[src/verilog/cpc_pkg.sv]
// Constants and types for the charger pin control logic
package cpc_pkg;
    // Clock rate and derived timing
    localparam int unsigned CLK_HZ = 250000000;
    localparam int unsigned CLK_PERIOD_NS = 4;
    // Alert pulse width in microseconds and in cycles
    localparam int unsigned ALERT_PULSE_US = 256;
    localparam int unsigned ALERT_PULSE_CYC =
        ALERT_PULSE_US * 1000 / CLK_PERIOD_NS;
    // Fault blink rate in hertz; half period in cycles
    localparam int unsigned BLINK_HZ = 1;
    localparam int unsigned BLINK_HALF_CYC = CLK_HZ / (2 * BLINK_HZ);
    // Input current limit code: 50 mA steps from 100 mA
    localparam int unsigned INPUT_LIMIT_PIN_W = 6;
    localparam int unsigned INPUT_LIMIT_PIN_BASE_MA = 100;
    localparam int unsigned INPUT_LIMIT_PIN_STEP_MA = 50;
    // Lowest limit that the resistor path supports
    localparam int unsigned PIN_LIMIT_MIN_MA = 500;
    localparam logic [5:0] PIN_LIMIT_MIN_CODE =
        6'((PIN_LIMIT_MIN_MA - INPUT_LIMIT_PIN_BASE_MA) / INPUT_LIMIT_PIN_STEP_MA);
    // Data line drive code width
    localparam int unsigned DRV_W = 3;
    // Detection step length in cycles
    localparam int unsigned DET_STEP_CYC = 16;
    localparam logic [15:0] DET_STEP_LAST = 16'(DET_STEP_CYC - 1);
    // Reset values
    localparam logic STAT_RST = 1'b1;
    // Port type result codes
    typedef enum logic [2:0] {
        CPC_PORT_NONE, CPC_PORT_SDP, CPC_PORT_CDP, CPC_PORT_DCP, CPC_PORT_HV
    } cpc_port_t;
endpackage : cpc_pkg

[src/verilog/cpc_det_if.sv]
// Carrier between the control core and the port detector
`timescale 1ns/1ns
`default_nettype none
interface cpc_det_if;
    logic start;
    logic dp_in;
    logic dm_in;
    logic busy;
    logic done;
    cpc_pkg::cpc_port_t port;
    modport core (output start, output dp_in, output dm_in,
                  input busy, input done, input port);
    modport det (input start, input dp_in, input dm_in,
                 output busy, output done, output port);
endinterface : cpc_det_if
`default_nettype wire

[src/verilog/cpc_top.sv]
// Charger pin control logic: indicator, alert, enables, limits, data lines
// Overview of operation
// - Indicator driven low while charging is in progress.
// - Indicator released high when charging completes or is disabled.
// - Any fault blinks the indicator at 1 Hz instead.
// - Indicator disable bit stops driving the indicator.
// - Status change or fault sends one 256 us low alert pulse.
// - Boost only when boost config bit is 1 and request pin high.
// - Charging only when allow bit is 1 and enable pin low.
// - Pin limit select high: use smaller of pin and code limits.
// - Pin limit select low: use only the code limit.
// - Resistor limit path does not go below 500 mA.
// - Data lines driven by their codes only with source or boost.
// - Port detection: contact, primary, secondary, adapter checks.
// - Charging suspended while thermistor is out of window.
`timescale 1ns/1ns
`default_nettype none
module cpc_top (
    // Clock and reset
    input wire logic core_clk,
    input wire logic rst,
    // Host pins
    input wire logic boost_request_pin,
    input wire logic charge_enable_n_pin,
    output logic stat_out,
    output logic stat_oe_n,
    output logic alert_out,
    output logic alert_oe_n,
    // Configuration bits
    input wire logic indicator_disable_bit,
    input wire logic boost_config_bit,
    input wire logic charger_allow_bit,
    input wire logic pin_limit_select_bit,
    input wire logic [5:0] input_limit_code,
    input wire logic [2:0] dplus_drive_code,
    input wire logic [2:0] dminus_drive_code,
    // Analog front end status
    input wire logic [5:0] input_limit_pin,
    input wire logic thermistor_in,
    input wire logic source_attached,
    input wire logic charge_done,
    input wire logic fault_present,
    // USB data lines
    input wire logic dplus_in,
    input wire logic dminus_in,
    output logic [2:0] dplus_out,
    output logic dplus_oe_n,
    output logic [2:0] dminus_out,
    output logic dminus_oe_n,
    // Control results
    output logic boost_active,
    output logic charge_active,
    output logic [5:0] input_limit_eff,
    output logic detect_busy,
    output cpc_pkg::cpc_port_t port_type
);
    // Synchronisers for pins, index 0..6
    localparam int unsigned NSYNC = 7;
    logic [NSYNC-1:0] raw, s1_q, s2_q;
    assign raw = {source_attached, dminus_in, dplus_in, thermistor_in,
                  charge_enable_n_pin, boost_request_pin, fault_present};

    genvar gi;
    generate
        for (gi = 0; gi < NSYNC; gi++) begin : g_sync
            // Two stage synchroniser
            always_ff @(posedge core_clk or posedge rst) begin
                if (rst) begin
                    s1_q[gi] <= 1'b0;
                    s2_q[gi] <= 1'b0;
                end else begin
                    s1_q[gi] <= raw[gi];
                    s2_q[gi] <= s1_q[gi];
                end
            end
        end
    endgenerate

    logic fault_s, boost_req_s, ce_n_s, temp_ok_s, dp_s, dm_s, src_s;
    assign fault_s = s2_q[0];
    assign boost_req_s = s2_q[1];
    assign ce_n_s = s2_q[2];
    assign temp_ok_s = s2_q[3];
    assign dp_s = s2_q[4];
    assign dm_s = s2_q[5];
    assign src_s = s2_q[6];

    // Clamp a pin limit code to the resistor path minimum
    function automatic logic [5:0] pin_clamp(input logic [5:0] c);
        pin_clamp = (c < cpc_pkg::PIN_LIMIT_MIN_CODE)
            ? cpc_pkg::PIN_LIMIT_MIN_CODE : c;
    endfunction

    // Control group: enables and limit
    logic boost_q, boost_d, chg_q, chg_d;
    logic [5:0] lim_q, lim_d, pin_lim;
    always_comb begin
        boost_d = boost_config_bit && boost_req_s;
        chg_d = charger_allow_bit && !ce_n_s && temp_ok_s && !boost_d;
        pin_lim = pin_clamp(input_limit_pin);
        if (pin_limit_select_bit && pin_lim < input_limit_code)
            lim_d = pin_lim;
        else
            lim_d = input_limit_code;
    end

    // Control registers
    always_ff @(posedge core_clk or posedge rst) begin
        if (rst) begin
            boost_q <= 1'b0;
            chg_q <= 1'b0;
            lim_q <= 6'h00;
        end else begin
            boost_q <= boost_d;
            chg_q <= chg_d;
            lim_q <= lim_d;
        end
    end
    assign boost_active = boost_q;
    assign charge_active = chg_q;
    assign input_limit_eff = lim_q;

    // Indicator group: blink timer and pin level
    logic [27:0] blink_cnt_q, blink_cnt_d;
    logic blink_q, blink_d, stat_oen_q, stat_oen_d;
    logic charging;
    assign charging = chg_q && !charge_done;
    always_comb begin
        blink_cnt_d = blink_cnt_q + 28'h0000001;
        blink_d = blink_q;
        if (!fault_s) begin
            blink_cnt_d = 28'h0000000;
            blink_d = 1'b0;
        end else if (blink_cnt_q == 28'(cpc_pkg::BLINK_HALF_CYC - 1)) begin
            blink_cnt_d = 28'h0000000;
            blink_d = !blink_q;
        end
        if (indicator_disable_bit) begin
            stat_oen_d = 1'b1;
        end else if (fault_s) begin
            stat_oen_d = blink_q;
        end else if (charging) begin
            stat_oen_d = 1'b0;
        end else begin
            stat_oen_d = 1'b1;
        end
    end

    // Indicator registers
    always_ff @(posedge core_clk or posedge rst) begin
        if (rst) begin
            blink_cnt_q <= 28'h0000000;
            blink_q <= 1'b0;
            stat_oen_q <= cpc_pkg::STAT_RST;
        end else begin
            blink_cnt_q <= blink_cnt_d;
            blink_q <= blink_d;
            stat_oen_q <= stat_oen_d;
        end
    end
    assign stat_out = 1'b0;
    assign stat_oe_n = stat_oen_q;

    // Alert group: status change detection and pulse timer
    logic [4:0] stat_vec, prev_q, prev_d;
    logic [16:0] al_cnt_q, al_cnt_d;
    logic al_q, al_d, pend_q, pend_d, event_now;
    assign stat_vec = {fault_s, chg_q, boost_q, src_s, charge_done};
    assign event_now = (stat_vec != prev_q);
    always_comb begin
        prev_d = stat_vec;
        al_d = al_q;
        al_cnt_d = al_cnt_q;
        // Events during a pulse are held and reported afterwards
        pend_d = pend_q || (event_now && al_q);
        if (al_q) begin
            al_cnt_d = al_cnt_q + 17'h00001;
            if (al_cnt_q == 17'(cpc_pkg::ALERT_PULSE_CYC - 1)) begin
                al_d = 1'b0;
                al_cnt_d = 17'h00000;
            end
        end else if (event_now || pend_q) begin
            al_d = 1'b1;
            al_cnt_d = 17'h00000;
            pend_d = 1'b0;
        end
    end

    // Alert registers
    always_ff @(posedge core_clk or posedge rst) begin
        if (rst) begin
            prev_q <= 5'h00;
            al_cnt_q <= 17'h00000;
            al_q <= 1'b0;
            pend_q <= 1'b0;
        end else begin
            prev_q <= prev_d;
            al_cnt_q <= al_cnt_d;
            al_q <= al_d;
            pend_q <= pend_d;
        end
    end
    assign alert_out = 1'b0;
    assign alert_oe_n = !al_q;

    // Data line group: detection start and drivers
    cpc_det_if dif ();
    logic src_prev_q, drv_q, drv_d;
    logic [2:0] dp_q, dp_d, dm_q, dm_d;
    assign dif.start = src_s && !src_prev_q;
    assign dif.dp_in = dp_s;
    assign dif.dm_in = dm_s;
    always_comb begin
        // drive only with source or boost, not while detecting
        // Start cycle counts as busy so no one-cycle drive slips through
        drv_d = (src_s || boost_q) && !dif.busy && !dif.start;
        dp_d = drv_d ? dplus_drive_code : 3'h0;
        dm_d = drv_d ? dminus_drive_code : 3'h0;
    end

    // Data line registers
    always_ff @(posedge core_clk or posedge rst) begin
        if (rst) begin
            src_prev_q <= 1'b0;
            drv_q <= 1'b0;
            dp_q <= 3'h0;
            dm_q <= 3'h0;
        end else begin
            src_prev_q <= src_s;
            drv_q <= drv_d;
            dp_q <= dp_d;
            dm_q <= dm_d;
        end
    end
    assign dplus_out = dp_q;
    assign dminus_out = dm_q;
    assign dplus_oe_n = !drv_q;
    assign dminus_oe_n = !drv_q;
    assign detect_busy = dif.busy;
    assign port_type = dif.port;

    cpc_port_det u_det (
        .core_clk(core_clk),
        .rst(rst),
        .dif(dif)
    );

    // charge needs allow bit and low enable
    AST_CHG_GATE: assert property (
        @(posedge core_clk) disable iff (rst)
        charge_active |-> $past(charger_allow_bit) && !$past(ce_n_s))
        else $error("Charging without allow and enable");
    // thermistor out of window suspends charging
    AST_TEMP: assert property (
        @(posedge core_clk) disable iff (rst)
        !temp_ok_s |=> !charge_active)
        else $error("Charging while temperature out of window");
    AST_BOOST: assert property (
        @(posedge core_clk) disable iff (rst)
        (boost_config_bit && boost_req_s) |=> boost_active)
        else $error("Boost not entered");
    AST_LIM_CODE: assert property (
        @(posedge core_clk) disable iff (rst)
        !pin_limit_select_bit
        |=> input_limit_eff == $past(input_limit_code))
        else $error("Limit not code when select low");
    AST_LIM_MIN: assert property (
        @(posedge core_clk) disable iff (rst)
        pin_limit_select_bit
        |=> input_limit_eff <= $past(input_limit_code))
        else $error("Limit above code limit");
    AST_LIM_FLOOR: assert property (
        @(posedge core_clk) disable iff (rst)
        (pin_limit_select_bit &&
            input_limit_code >= cpc_pkg::PIN_LIMIT_MIN_CODE)
        |=> input_limit_eff >= cpc_pkg::PIN_LIMIT_MIN_CODE)
        else $error("Limit below pin path floor");
    // charging without fault pulls indicator low in two cycles
    AST_STAT_LOW: assert property (
        @(posedge core_clk) disable iff (rst)
        (charging && !fault_s && !indicator_disable_bit)[*2]
        |-> !stat_oe_n)
        else $error("Indicator not low while charging");
    AST_INDICATOR_DISABLE_BIT: assert property (
        @(posedge core_clk) disable iff (rst)
        indicator_disable_bit |=> stat_oe_n)
        else $error("Indicator driven while disabled");
    // pulse starts on a status change
    AST_ALERT_START: assert property (
        @(posedge core_clk) disable iff (rst)
        (event_now && !al_q) |=> !alert_oe_n)
        else $error("Alert pulse not started");
    // alert released after a full pulse
    AST_ALERT_END: assert property (
        @(posedge core_clk) disable iff (rst)
        (al_q && al_cnt_q == 17'(cpc_pkg::ALERT_PULSE_CYC - 1))
        |=> alert_oe_n)
        else $error("Alert not released");
    // no drive without source or boost
    AST_DRV: assert property (
        @(posedge core_clk) disable iff (rst)
        (!src_s && !boost_q) |=> dplus_oe_n && dminus_oe_n)
        else $error("Data line driven without source");
endmodule // cpc_top
`default_nettype wire

[src/verilog/cpc_port_det.sv]
// Input port type detector on the USB data lines
`timescale 1ns/1ns
`default_nettype none
module cpc_port_det (
    // Clock and reset
    input wire logic core_clk,
    input wire logic rst,
    // Core side
    cpc_det_if.det dif
);
    typedef enum logic [2:0] {
        DET_IDLE, DET_DCD, DET_PRI, DET_SEC, DET_HV, DET_DONE
    } cpc_det_state_t;

    cpc_det_state_t st_q, st_d;
    logic [15:0] cnt_q, cnt_d;
    cpc_pkg::cpc_port_t port_q, port_d;
    logic step_end;

    assign step_end = (cnt_q == cpc_pkg::DET_STEP_LAST);

    // Next state: contact, primary, secondary then high voltage check
    always_comb begin
        st_d = st_q;
        port_d = port_q;
        cnt_d = step_end ? 16'h0000 : cnt_q + 16'h0001;
        unique case (st_q)
            DET_IDLE: begin
                cnt_d = 16'h0000;
                if (dif.start) begin
                    st_d = DET_DCD;
                    port_d = cpc_pkg::CPC_PORT_NONE;
                end
            end
            DET_DCD: if (step_end) st_d = DET_PRI;
            DET_PRI: if (step_end) begin
                if (dif.dm_in) begin
                    st_d = DET_SEC;
                end else begin
                    port_d = cpc_pkg::CPC_PORT_SDP;
                    st_d = DET_DONE;
                end
            end
            DET_SEC: if (step_end) begin
                if (dif.dp_in) begin
                    port_d = cpc_pkg::CPC_PORT_DCP;
                    st_d = DET_HV;
                end else begin
                    port_d = cpc_pkg::CPC_PORT_CDP;
                    st_d = DET_DONE;
                end
            end
            DET_HV: if (step_end) begin
                if (!dif.dp_in && dif.dm_in) port_d = cpc_pkg::CPC_PORT_HV;
                st_d = DET_DONE;
            end
            DET_DONE: st_d = DET_IDLE;
        endcase
    end

    // State registers
    always_ff @(posedge core_clk or posedge rst) begin
        if (rst) begin
            st_q <= DET_IDLE;
            cnt_q <= 16'h0000;
            port_q <= cpc_pkg::CPC_PORT_NONE;
        end else begin
            st_q <= st_d;
            cnt_q <= cnt_d;
            port_q <= port_d;
        end
    end

    assign dif.busy = (st_q != DET_IDLE) && (st_q != DET_DONE);
    assign dif.done = (st_q == DET_DONE);
    assign dif.port = port_q;

    AST_DET_DONE: assert property (
        @(posedge core_clk) disable iff (rst)
        $rose(st_q == DET_DCD) |-> ##[32:64] (st_q == DET_DONE))
        else $error("Detection did not complete in time");
endmodule // cpc_port_det
`default_nettype wire

[config.mk]
export PLATFORM = sky130hd
export DESIGN_NAME = cpc_top
export DESIGN_NICKNAME = d
export VERILOG_FILES = /design/src/verilog/cpc_pkg.sv /design/src/verilog/cpc_det_if.sv /design/src/verilog/cpc_top.sv /design/src/verilog/cpc_port_det.sv
export SDC_FILE = /design/constraint.sdc
export NUM_CORES = 1
export LEC_CHECK = 0
export BUFFER_PORTS_ARGS = -buffer_cell sky130_fd_sc_hd__buf_2
export CORE_AREA = 2 2 116 118
export CTS_CLUSTER_DIAMETER = 40
export DETAILED_ROUTE_END_ITERATION = 8
export DIE_AREA = 0 0 118 120
export GPL_TIMING_DRIVEN = 0
export MAX_ROUTING_LAYER = met4
export PLACE_DENSITY = 0.57
export SLEW_MARGIN = 15
export SYNTH_ARGS = -nofsm -noshare
export SYNTH_HDL_FRONTEND = slang
export SYNTH_HIERARCHICAL = 1
export SYNTH_SLANG_ARGS = --single-unit
export TNS_END_PERCENT = 100
[constraint.sdc]
create_clock -name core_clk -period 3.7 [get_ports core_clk]
set_input_delay 0.74 -clock core_clk [delete_from_list [all_inputs] [get_ports core_clk]]
set_output_delay 0.74 -clock core_clk [all_outputs]
set_load 0.01 [all_outputs]
==> flow_metrics.env, run 1 <==
export IMPL_yosysWarnings=6
export IMPL_dr_first_iter_drc_count=247
export IMPL_cts_root_buf="clkbuf_16"
export IMPL_utilization_pct=45.07
export IMPL_r2r_start="al_cnt_q[0]$_DFFE_PP0P_"
export IMPL_fmax_ghz=0.3927
export IMPL_yosysSeqAreaShare_pct=52.00
export IMPL_syn_area_per_cell_um2=10.73
export IMPL_min_from="s1_q[2]$_DFF_PP0_"
export IMPL_num_vias=3611
export IMPL_worst_pin_slew_ns=0.8415
export IMPL_synth_cell_type_count=58
export IMPL_place_gp_congestion=0.8657
export IMPL_finalSetupViolCount=0
export IMPL_cp_common_cell="nor2b_1"
export IMPL_crit_type="in2reg"
export IMPL_fin_worst_skew_ns=0.006433
export IMPL_grt_start_max_net_pins=55
export IMPL_synth_top_area_share_pct=51.49
export IMPL_synth_seq_cells=105
export IMPL_arrival_ns=2.77
export IMPL_clockBufferDepth=2
export IMPL_place_detailed_hpwl_um=7089
export IMPL_cts_buffers=9
export IMPL_hp_class="reg2reg"
export IMPL_core_area_um2=12980
export IMPL_report_final_slew_viol_count=0
export IMPL_totalWireLength_um=9965
export IMPL_drv_cap=0
export IMPL_fin_hold_ws_ns=0.3482
export IMPL_path_max_fanout=6
export IMPL_drive_gt1_share_pct=21.96
export IMPL_routed_via_density=5.029
export IMPL_nets=578
export IMPL_netlist_top_cells_area="dfrtp_1 51%, xor2_1 4.3%, xnor2_1 3.1%"
export IMPL_fp_dieArea_um2=14160
export IMPL_crit_family="simple AND/OR/NAND/NOR gates"
export IMPL_grt_antenna_before_repair=0
export IMPL_syn_inst=471
export IMPL_fin_crit_sh_pct=68.83
export IMPL_firstDrtPassIters=4
export IMPL_io_pins=56
export IMPL_grt_pass1_wl_um=17840
export IMPL_die_y_um=120
export IMPL_power_density_nw_per_um2=435.7
export IMPL_routedWlPerCell_um=13.88
export IMPL_port_buffers=53
export IMPL_grt_usage_pct=16.06
export IMPL_clock_latency_ns=0.35
export IMPL_outcome="finished clean"
export IMPL_hold_end="ce_n_s$_DFF_PP0_"
export IMPL_ir_worst_vdd_mv=0.1975
export IMPL_ys_flop_type="dfrtp_1"
export IMPL_layoutNonFillerInstCount=718
export IMPL_crit_slowest_cell="mux2_1"
export IMPL_post_cts_repair_setup_buffers=0
export IMPL_synth_edff_count=0
export IMPL_ctsResizeCount=0
export IMPL_synth_area_um2=5055
export IMPL_ant_nets=0
export IMPL_place_inst=702
export IMPL_path_clk_slew_ns=0.06
export IMPL_power_total_w=0.002549
export IMPL_grt_pass1_vias=3763
export IMPL_fp_dieW_um=118
export IMPL_r2r_slack_ns=1.54
export IMPL_cts_sinks=105
export IMPL_grt_overflow=0
export IMPL_regToRegEndpoint="al_cnt_q[12]$_DFFE_PP0P_"
export IMPL_rsz0062_at_grt="false"
export IMPL_finalHoldViolCount=0
export IMPL_hold_buffers=0
export IMPL_end_kind="flop"
export IMPL_drcViolationCount=0
export IMPL_slew_headroom_pct=43.84
export IMPL_hold_path_depth=0
export IMPL_synth_top_cell_by_area="dfrtp_1"
export IMPL_path_buf_inv=1
export IMPL_p_leak_nw=2.676
export IMPL_async_reset_ff_share_pct=100.0
export IMPL_n_antenna_cell=0
export IMPL_r2r_cells=7
export IMPL_cp_cell_sequence="buf_2, nor3_1, nor2b_1, ha_1, nor2b_1, o31a_1, o2111ai_2, nand4b_4, mux2_1"
export IMPL_cts_tree="done"
export IMPL_critPathLaunchType="primary input"
export IMPL_cts_max_level=3
export IMPL_period_needed_ns=2.547
export IMPL_required_ns=3.93
export IMPL_setup_tns_ns=0
export IMPL_synthToLayoutAreaGrowth_pct=15.74
export IMPL_worst_path_largest_cell_delay_ns=0.35
export IMPL_start_util_pct=38.94
export IMPL_placementRows=42
state kept, by name (all words and copies together), names as in the netlist, 3 cells and up:
signal,flops
al_cnt_q,17
blink_cnt_q,28
dminus_out,3
dplus_out,3
input_limit_eff,6
prev_q,5
s1_q,7
u_det/cnt_q,16
u_det/dif.port,3
u_det/st_q,3
worst max-delay path by stage:
stage | from | endpoint | slack [ns] | cells past startpoint
global route | input_limit_pin[4] | input_limit_eff[3]$_DFF_PP0_ | 1.02 | 9
detailed placement | input_limit_pin[3] | input_limit_eff[3]$_DFF_PP0_ | 0.75 | 9
finish | input_limit_pin[4] | input_limit_eff[3]$_DFF_PP0_ | 1.15 | 9
floorplan | rst | al_cnt_q[0]$_DFFE_PP0P_ | 0.82 | 1
global placement | rst | input_limit_eff[3]$_DFF_PP0_ | -0.23 | 2
CTS | input_limit_pin[4] | input_limit_eff[3]$_DFF_PP0_ | 1.12 | 9
logic make-up after synthesis:
kind of cell               share of synthesized area [%]
xor gates and xnor gates                           7.450
muxes                                              1.733
buffers and inverters                              4.257
adders and majority gates                          2.228
and+or+nand+nor                                    24.60
other                                            0.07419
AOI/OAI and AO/OA                                  7.649
DFF                                                52.01
cells in the final DEF (no fill, tap or decap), drive strengths merged, types with 8 or more instances in the layout:
master  instances
a21oi          15
and2           10
and3           10
buf            64
clkbuf         20
dfrtp         104
ha              9
inv            24
nand2          27
nand3          28
nand4          16
nor2           58
nor2b          10
nor3            9
nor4            9
o21ai          15
or4             8
xnor2          18
xor2           25
synthesized netlist by cell type (10+ instances only):
master and number:
dfrtp_1 104, nand2_1 26, nor2b_1 10, nor2_1 38, inv_1 24, xnor2_1 18, and2_1 10, nand4_1 14
and3_1 10, xor2_1 25, nand3_1 28, a21oi_1 15, o21ai_0 11, nor2_2 20
routing by layer:
metal / global-route usage, % / routed length (um) / vias up
met5: - / 0 / -
met3: 5.323 / 559 / 12
met4: 4.669 / 129 / 0
met2: 25.65 / 4615 / 79
li1: - / - / 1762
met1: 19.53 / 4660 / 1758
layout make-up:
type                    instances  area, um2
multi-input cells             327       2215
plain buffers                  16      125.1
fillers                      1233       7129
well taps                     176      220.2
clock inverters                 2      12.51
clock buffers                  14      264.0
inverters                      24      92.59
flip-flops and latches        105       2629
repair buffers                 54      292.8
power breakdown:
| part | internal (W) | switching, W |
|---|---|---|
| registers | 0.00122 | 0.0000613 |
| clock network | 0.000493 | 0.000406 |
| logic | 0.000163 | 0.000203 |
stage by stage:
step	cell area (um2)	setup WS [ns]
6_report	5851	1.153
5_1_grt	5851	1.024
4_1_cts	5851	1.121
3_5_place_dp	5574	0.7477
3_3_place_gp	5544	-0.2250
2_1_floorplan	5059	0.8249
worst reg2reg max path, delay by kind of cell (launching register included):
family	cells	cell delay (ns)
AOI/OAI and AO/OA	3	0.90
DFF	1	0.39
and+or+nand+nor	2	0.39
adders and majority gates	1	0.22
buffers and inverters	1	0.15
Note: power is estimated with default switching activity, not from simulation.
==> run 2, diff against run 1 <==
Clock period 3.7 ns to 2.55 ns, I/O delays scaled along.
==> flow_metrics.env, run 2 (synthesis gave the netlist of run 1 again) <==
export IMPL_clock_latency_ns=0.35
export IMPL_finalHoldViolCount=0
export IMPL_fmax_ghz=0.4364
export IMPL_rsz0062_at_grt="false"
export IMPL_final_cell_mix="104 x dfrtp_1, 55 x buf_2, 38 x nor2_1"
export IMPL_critPathLaunchType="primary input"
export IMPL_dr_first_iter_drc_count=333
export IMPL_routedWlPerCell_um=13.93
export IMPL_layout_commonest_cell="dfrtp_1"
export IMPL_regToRegEndpoint="al_cnt_q[12]$_DFFE_PP0P_"
export IMPL_place_area_um2=5588
export IMPL_p_leak_nw=2.695
export IMPL_power_density_nw_per_um2=649.1
export IMPL_fp_dieW_um=118
export IMPL_nets=579
export IMPL_cp_common_cell="nor2b_1"
export IMPL_path_max_fanout=6
export IMPL_fin_worst_skew_ns=0.007760
export IMPL_report_final_slew_viol_count=0
export IMPL_r2r_slack_ns=0.37
export IMPL_hold_buffers=0
export IMPL_grt_usage_pct=15.94
export IMPL_fin_crit_sh_pct=89.86
export IMPL_r2r_cells=7
export IMPL_cts_max_level=3
export IMPL_cts_buffers=9
export IMPL_crit_start="input_limit_pin[4]"
export IMPL_place_detailed_hpwl_um=7137
export IMPL_worst_pin_slew_ns=0.8681
export IMPL_outcome="finished clean"
export IMPL_grt_pass1_wl_um=17660
export IMPL_worst_path_largest_cell_delay_ns=0.35
export IMPL_clockBufferDepth=2
export IMPL_period_needed_ns=2.292
export IMPL_r2r_start="al_cnt_q[0]$_DFFE_PP0P_"
export IMPL_die_y_um=120
export IMPL_port_buffers=53
export IMPL_core_area_um2=12980
export IMPL_grt_overflow=0
export IMPL_cp_cell_sequence="buf_2, nor3_1, nor2b_1, ha_1, nor2b_1, o31a_1, o2111ai_2, nand4b_4, mux2_1"
export IMPL_grt_start_max_net_pins=37
export IMPL_end_kind="flop"
export IMPL_post_cts_repair_setup_buffers=0
export IMPL_grt_pass1_vias=3651
export IMPL_crit_type="in2reg"
export IMPL_place_inst=703
export IMPL_ir_worst_vdd_mv=0.4062
export IMPL_drcViolationCount=0
export IMPL_crit_end="input_limit_eff[3]$_DFF_PP0_"
export IMPL_hp_class="in2async"
export IMPL_drive_gt1_share_pct=22.65
export IMPL_num_vias=3581
export IMPL_placementRows=42
export IMPL_layoutNonFillerInstCount=719
export IMPL_top_register="blink_cnt_q"
export IMPL_drv_cap=0
export IMPL_arrival_ns=2.51
export IMPL_finalSetupViolCount=0
export IMPL_cts_root_buf="clkbuf_16"
export IMPL_crit_slowest_cell="mux2_1"
export IMPL_reg_largest_list="blink_cnt_q: 28 flops, al_cnt_q: 17 flops, u_det/cnt_q: 16 flops"
export IMPL_io_pins=56
export IMPL_routed_via_density=4.981
export IMPL_place_gp_congestion=0.8267
export IMPL_setup_tns_ns=0
export IMPL_required_ns=2.77
export IMPL_synthToLayoutAreaGrowth_pct=16.81
export IMPL_design_area_um2=5904
export IMPL_grt_antenna_before_repair=0
export IMPL_cts_sinks=105
export IMPL_ant_nets=0
export IMPL_ctsResizeCount=0
export IMPL_fin_hold_ws_ns=0.2002
export IMPL_largest_reg_flops=28
export IMPL_cts_tree="done"
export IMPL_firstDrtPassIters=4
export IMPL_slew_headroom_pct=41.68
export IMPL_totalWireLength_um=10020
export IMPL_path_clk_slew_ns=0.07
export IMPL_start_util_pct=38.94
export IMPL_fp_dieArea_um2=14160
export IMPL_n_antenna_cell=0
## run 2: routing by layer
layer  vias up  GRT usage (%)  wire length [um]
li1       1766              -                 -
met1      1727          20.97              4864
met2        84          24.13              4629
met3         4          4.563               440
met4         0          4.669                81
met5         -              -                 0
## run 2: area by class of cell
| cell class | instances | area (um2) |
|---|---|---|
| Fill cell | 1244 | 7076 |
| Multi-Input combinational cell | 327 | 2215 |
| Buffer | 16 | 125.1 |
| Timing Repair Buffer | 55 | 305.3 |
| Sequential cell | 105 | 2629 |
| Tap cell | 176 | 220.2 |
| Inverter | 24 | 93.84 |
| Clock buffer | 12 | 266.5 |
| Clock inverter | 4 | 50.05 |
## run 2: how the worst min path moves through the flow
stage / to / slack (ns) / depth (start not counted)
detailed placement: ce_n_s$_DFF_PP0_ / 0.34 / 0
floorplan: boost_req_s$_DFF_PP0_ / 0.33 / 0
global placement: boost_req_s$_DFF_PP0_ / 0.34 / 0
CTS: dplus_out[0]$_DFF_PP0_ / 0.20 / 2
finish: prev_q[1]$_DFF_PP0_ / 0.20 / 2
global route: dplus_out[0]$_DFF_PP0_ / 0.22 / 2
## run 2: metrics by stage
| step | setup slack [ns] | utilization [%] | power, W |
|---|---|---|---|
| detailed placement | -0.1493 | 43.05 | 0.002436 |
| finish | 0.2585 | 45.49 | 0.003833 |
| CTS | 0.2269 | 45.49 | 0.003904 |
| floorplan | 0.1905 | - | 0.002255 |
| global route | 0.1192 | 45.49 | 0.004046 |
| global placement | -0.08407 | 42.74 | 0.002413 |
## run 2: worst max-delay path, delay by kind of cell
family	cells	cell delay, ns
adders and majority gates	1	0.29
and+or+nand+nor	4	0.72
buffers and inverters	1	0.12
AOI/OAI and AO/OA	2	0.51
muxes	1	0.35
## run 2: where the power goes
group / switching [W] / internal (W) / total, W
Clock: 0.000598 / 0.000840 / 0.00144
Sequential: 0.0000879 / 0.00177 / 0.00186
Combinational: 0.000294 / 0.000239 / 0.000533
==> run 3, diff against run 2 <==
Settings changed: PLACE_DENSITY 0.57 to 0.61, REMOVE_ABC_BUFFERS set to 1.
==> flow_metrics.env, run 3 (synthesis gave the netlist of run 1 again) <==
export IMPL_clockBufferDepth=2
export IMPL_core_area_um2=12980
export IMPL_place_detailed_hpwl_um=6608
export IMPL_fin_worst_skew_ns=0.005797
export IMPL_fin_crit_sh_pct=89.29
export IMPL_cts_max_level=3
export IMPL_final_cell_mix="104 x dfrtp_1, 53 x buf_2, 38 x nor2_1"
export IMPL_io_pins=56
export IMPL_hp_class="in2async"
export IMPL_finalWorstSetupSlack_ns=0.2732
export IMPL_ant_nets=0
export IMPL_ir_worst_vdd_mv=0.3521
export IMPL_cts_tree="done"
export IMPL_report_final_slew_viol_count=0
export IMPL_drive_gt1_share_pct=21.29
export IMPL_arrival_ns=2.51
export IMPL_dr_first_iter_drc_count=208
export IMPL_power_density_nw_per_um2=644.0
export IMPL_grt_pass1_vias=3486
export IMPL_finalHoldViolCount=0
export IMPL_totalWireLength_um=9368
export IMPL_fp_dieW_um=118
export IMPL_grt_start_max_net_pins=54
export IMPL_fp_dieArea_um2=14160
export IMPL_cts_root_buf="clkbuf_16"
export IMPL_finalSetupViolCount=0
export IMPL_required_ns=2.78
export IMPL_grt_usage_pct=14.61
export IMPL_place_ws_ns=-0.1155
export IMPL_port_buffers=53
export IMPL_synthToLayoutAreaGrowth_pct=13.71
export IMPL_die_y_um=120
export IMPL_cts_sinks=105
export IMPL_firstDrtPassIters=4
export IMPL_utilization_pct=44.28
export IMPL_cts_buffers=9
export IMPL_design_area_um2=5748
export IMPL_num_vias=3515
export IMPL_p_leak_nw=2.618
export IMPL_fmax_ghz=0.4392
export IMPL_post_cts_repair_setup_buffers=0
export IMPL_ctsResizeCount=0
export IMPL_slew_headroom_pct=41.28
export IMPL_grt_overflow=0
export IMPL_worst_pin_slew_ns=0.8742
export IMPL_outcome="finished clean"
export IMPL_path_max_fanout=6
export IMPL_grt_pass1_wl_um=16280
export IMPL_top_register="blink_cnt_q"
export IMPL_place_area_um2=5449
export IMPL_layoutNonFillerInstCount=702
export IMPL_hold_buffers=0
export IMPL_start_util_pct=38.94
export IMPL_critPathLaunchType="primary input"
export IMPL_largest_reg_flops=28
export IMPL_rsz0062_at_grt="false"
export IMPL_path_clk_slew_ns=0.07
export IMPL_crit_type="in2reg"
export IMPL_placementRows=42
export IMPL_nFillCells=1260
export IMPL_drv_cap=0
export IMPL_reg_largest_list="blink_cnt_q: 28 flops, al_cnt_q: 17 flops, u_det/cnt_q: 16 flops"
export IMPL_clock_latency_ns=0.35
export IMPL_nets=562
export IMPL_period_needed_ns=2.277
export IMPL_place_gp_congestion=0.8119
export IMPL_power_total_w=0.003702
export IMPL_layout_commonest_cell="dfrtp_1"
export IMPL_drcViolationCount=0
export IMPL_end_kind="flop"
export IMPL_n_antenna_cell=0
export IMPL_routed_via_density=5.007
export IMPL_routedWlPerCell_um=13.34
export IMPL_grt_antenna_before_repair=0
export IMPL_place_inst=686
## run 3: changes by cell type in the layout (fill, tap and decap cells not counted), sizes merged
cell,change
clkbuf,-7
clkinv,-1
clkinvlp,-1
bufinv,-1
inv,+4
buf,-11
## run 3: metal layers
metal / up-vias / track usage [%] / wire length, um
li1: 1731 / - / -
met1: 1713 / 18.18 / 4407
met2: 67 / 23.58 / 4580
met3: 4 / 3.945 / 318
met4: 0 / 4.217 / 62
met5: - / - / 0
## run 3: worst max-delay path: stages
cell       delay, ns
buf_2           0.12
nor3_1          0.28
nor2b_1         0.11
ha_1            0.30
nor2b_1         0.13
o31a_1          0.29
o2111ai_2       0.22
nand4b_4        0.19
mux2_1          0.35
## run 3: cell type report
| type | instances | area (um2) | area share, % |
|---|---|---|---|
| multi-input cells | 327 | 2215 | 38.53 |
| repair buffers | 54 | 292.8 | 5.094 |
| clock buffers | 11 | 252.7 | 4.397 |
| clock inverters | 5 | 46.29 | 0.8054 |
| well taps | 176 | 220.2 | 3.831 |
| flip-flops and latches | 105 | 2629 | 45.73 |
| inverters | 24 | 92.59 | 1.611 |
## run 3: worst paths after layout
check                      cells after the start  slack (ns)                     from                       endpoint
hold / removal                                 2        0.17                      rst              s1_q[6]$_DFF_PP0_
hold reg to reg                                0        0.35        s1_q[2]$_DFF_PP0_               ce_n_s$_DFF_PP0_
min in group core_clk                          1        0.26            thermistor_in              s1_q[3]$_DFF_PP0_
setup / recovery                               9        0.27       input_limit_pin[4]   input_limit_eff[0]$_DFF_PP0_
setup reg to reg                               6        0.29  al_cnt_q[0]$_DFFE_PP0P_       al_cnt_q[14]$_DFFE_PP0P_
max in group asynchronous                      2        1.68                      rst  u_det/dif.port[1]$_DFFE_PP0P_
## run 3: metrics by stage
| step | hold slack, ns | setup TNS [ns] |
|---|---|---|
| floorplan | 0.3312 | -7.801 |
| global placement | 0.3340 | -98.95 |
| detailed placement | 0.3358 | -0.6404 |
| CTS | 0.1804 | 0 |
| global route | 0.2008 | 0 |
| finish | 0.1700 | 0 |
## run 3: power breakdown
| part | internal, W | leakage, nW | switching [W] |
|---|---|---|---|
| combinational | 0.000197 | 1.13 | 0.000260 |
| clock | 0.000733 | 0.142 | 0.000637 |
| sequential | 0.00177 | 1.34 | 0.000101 |
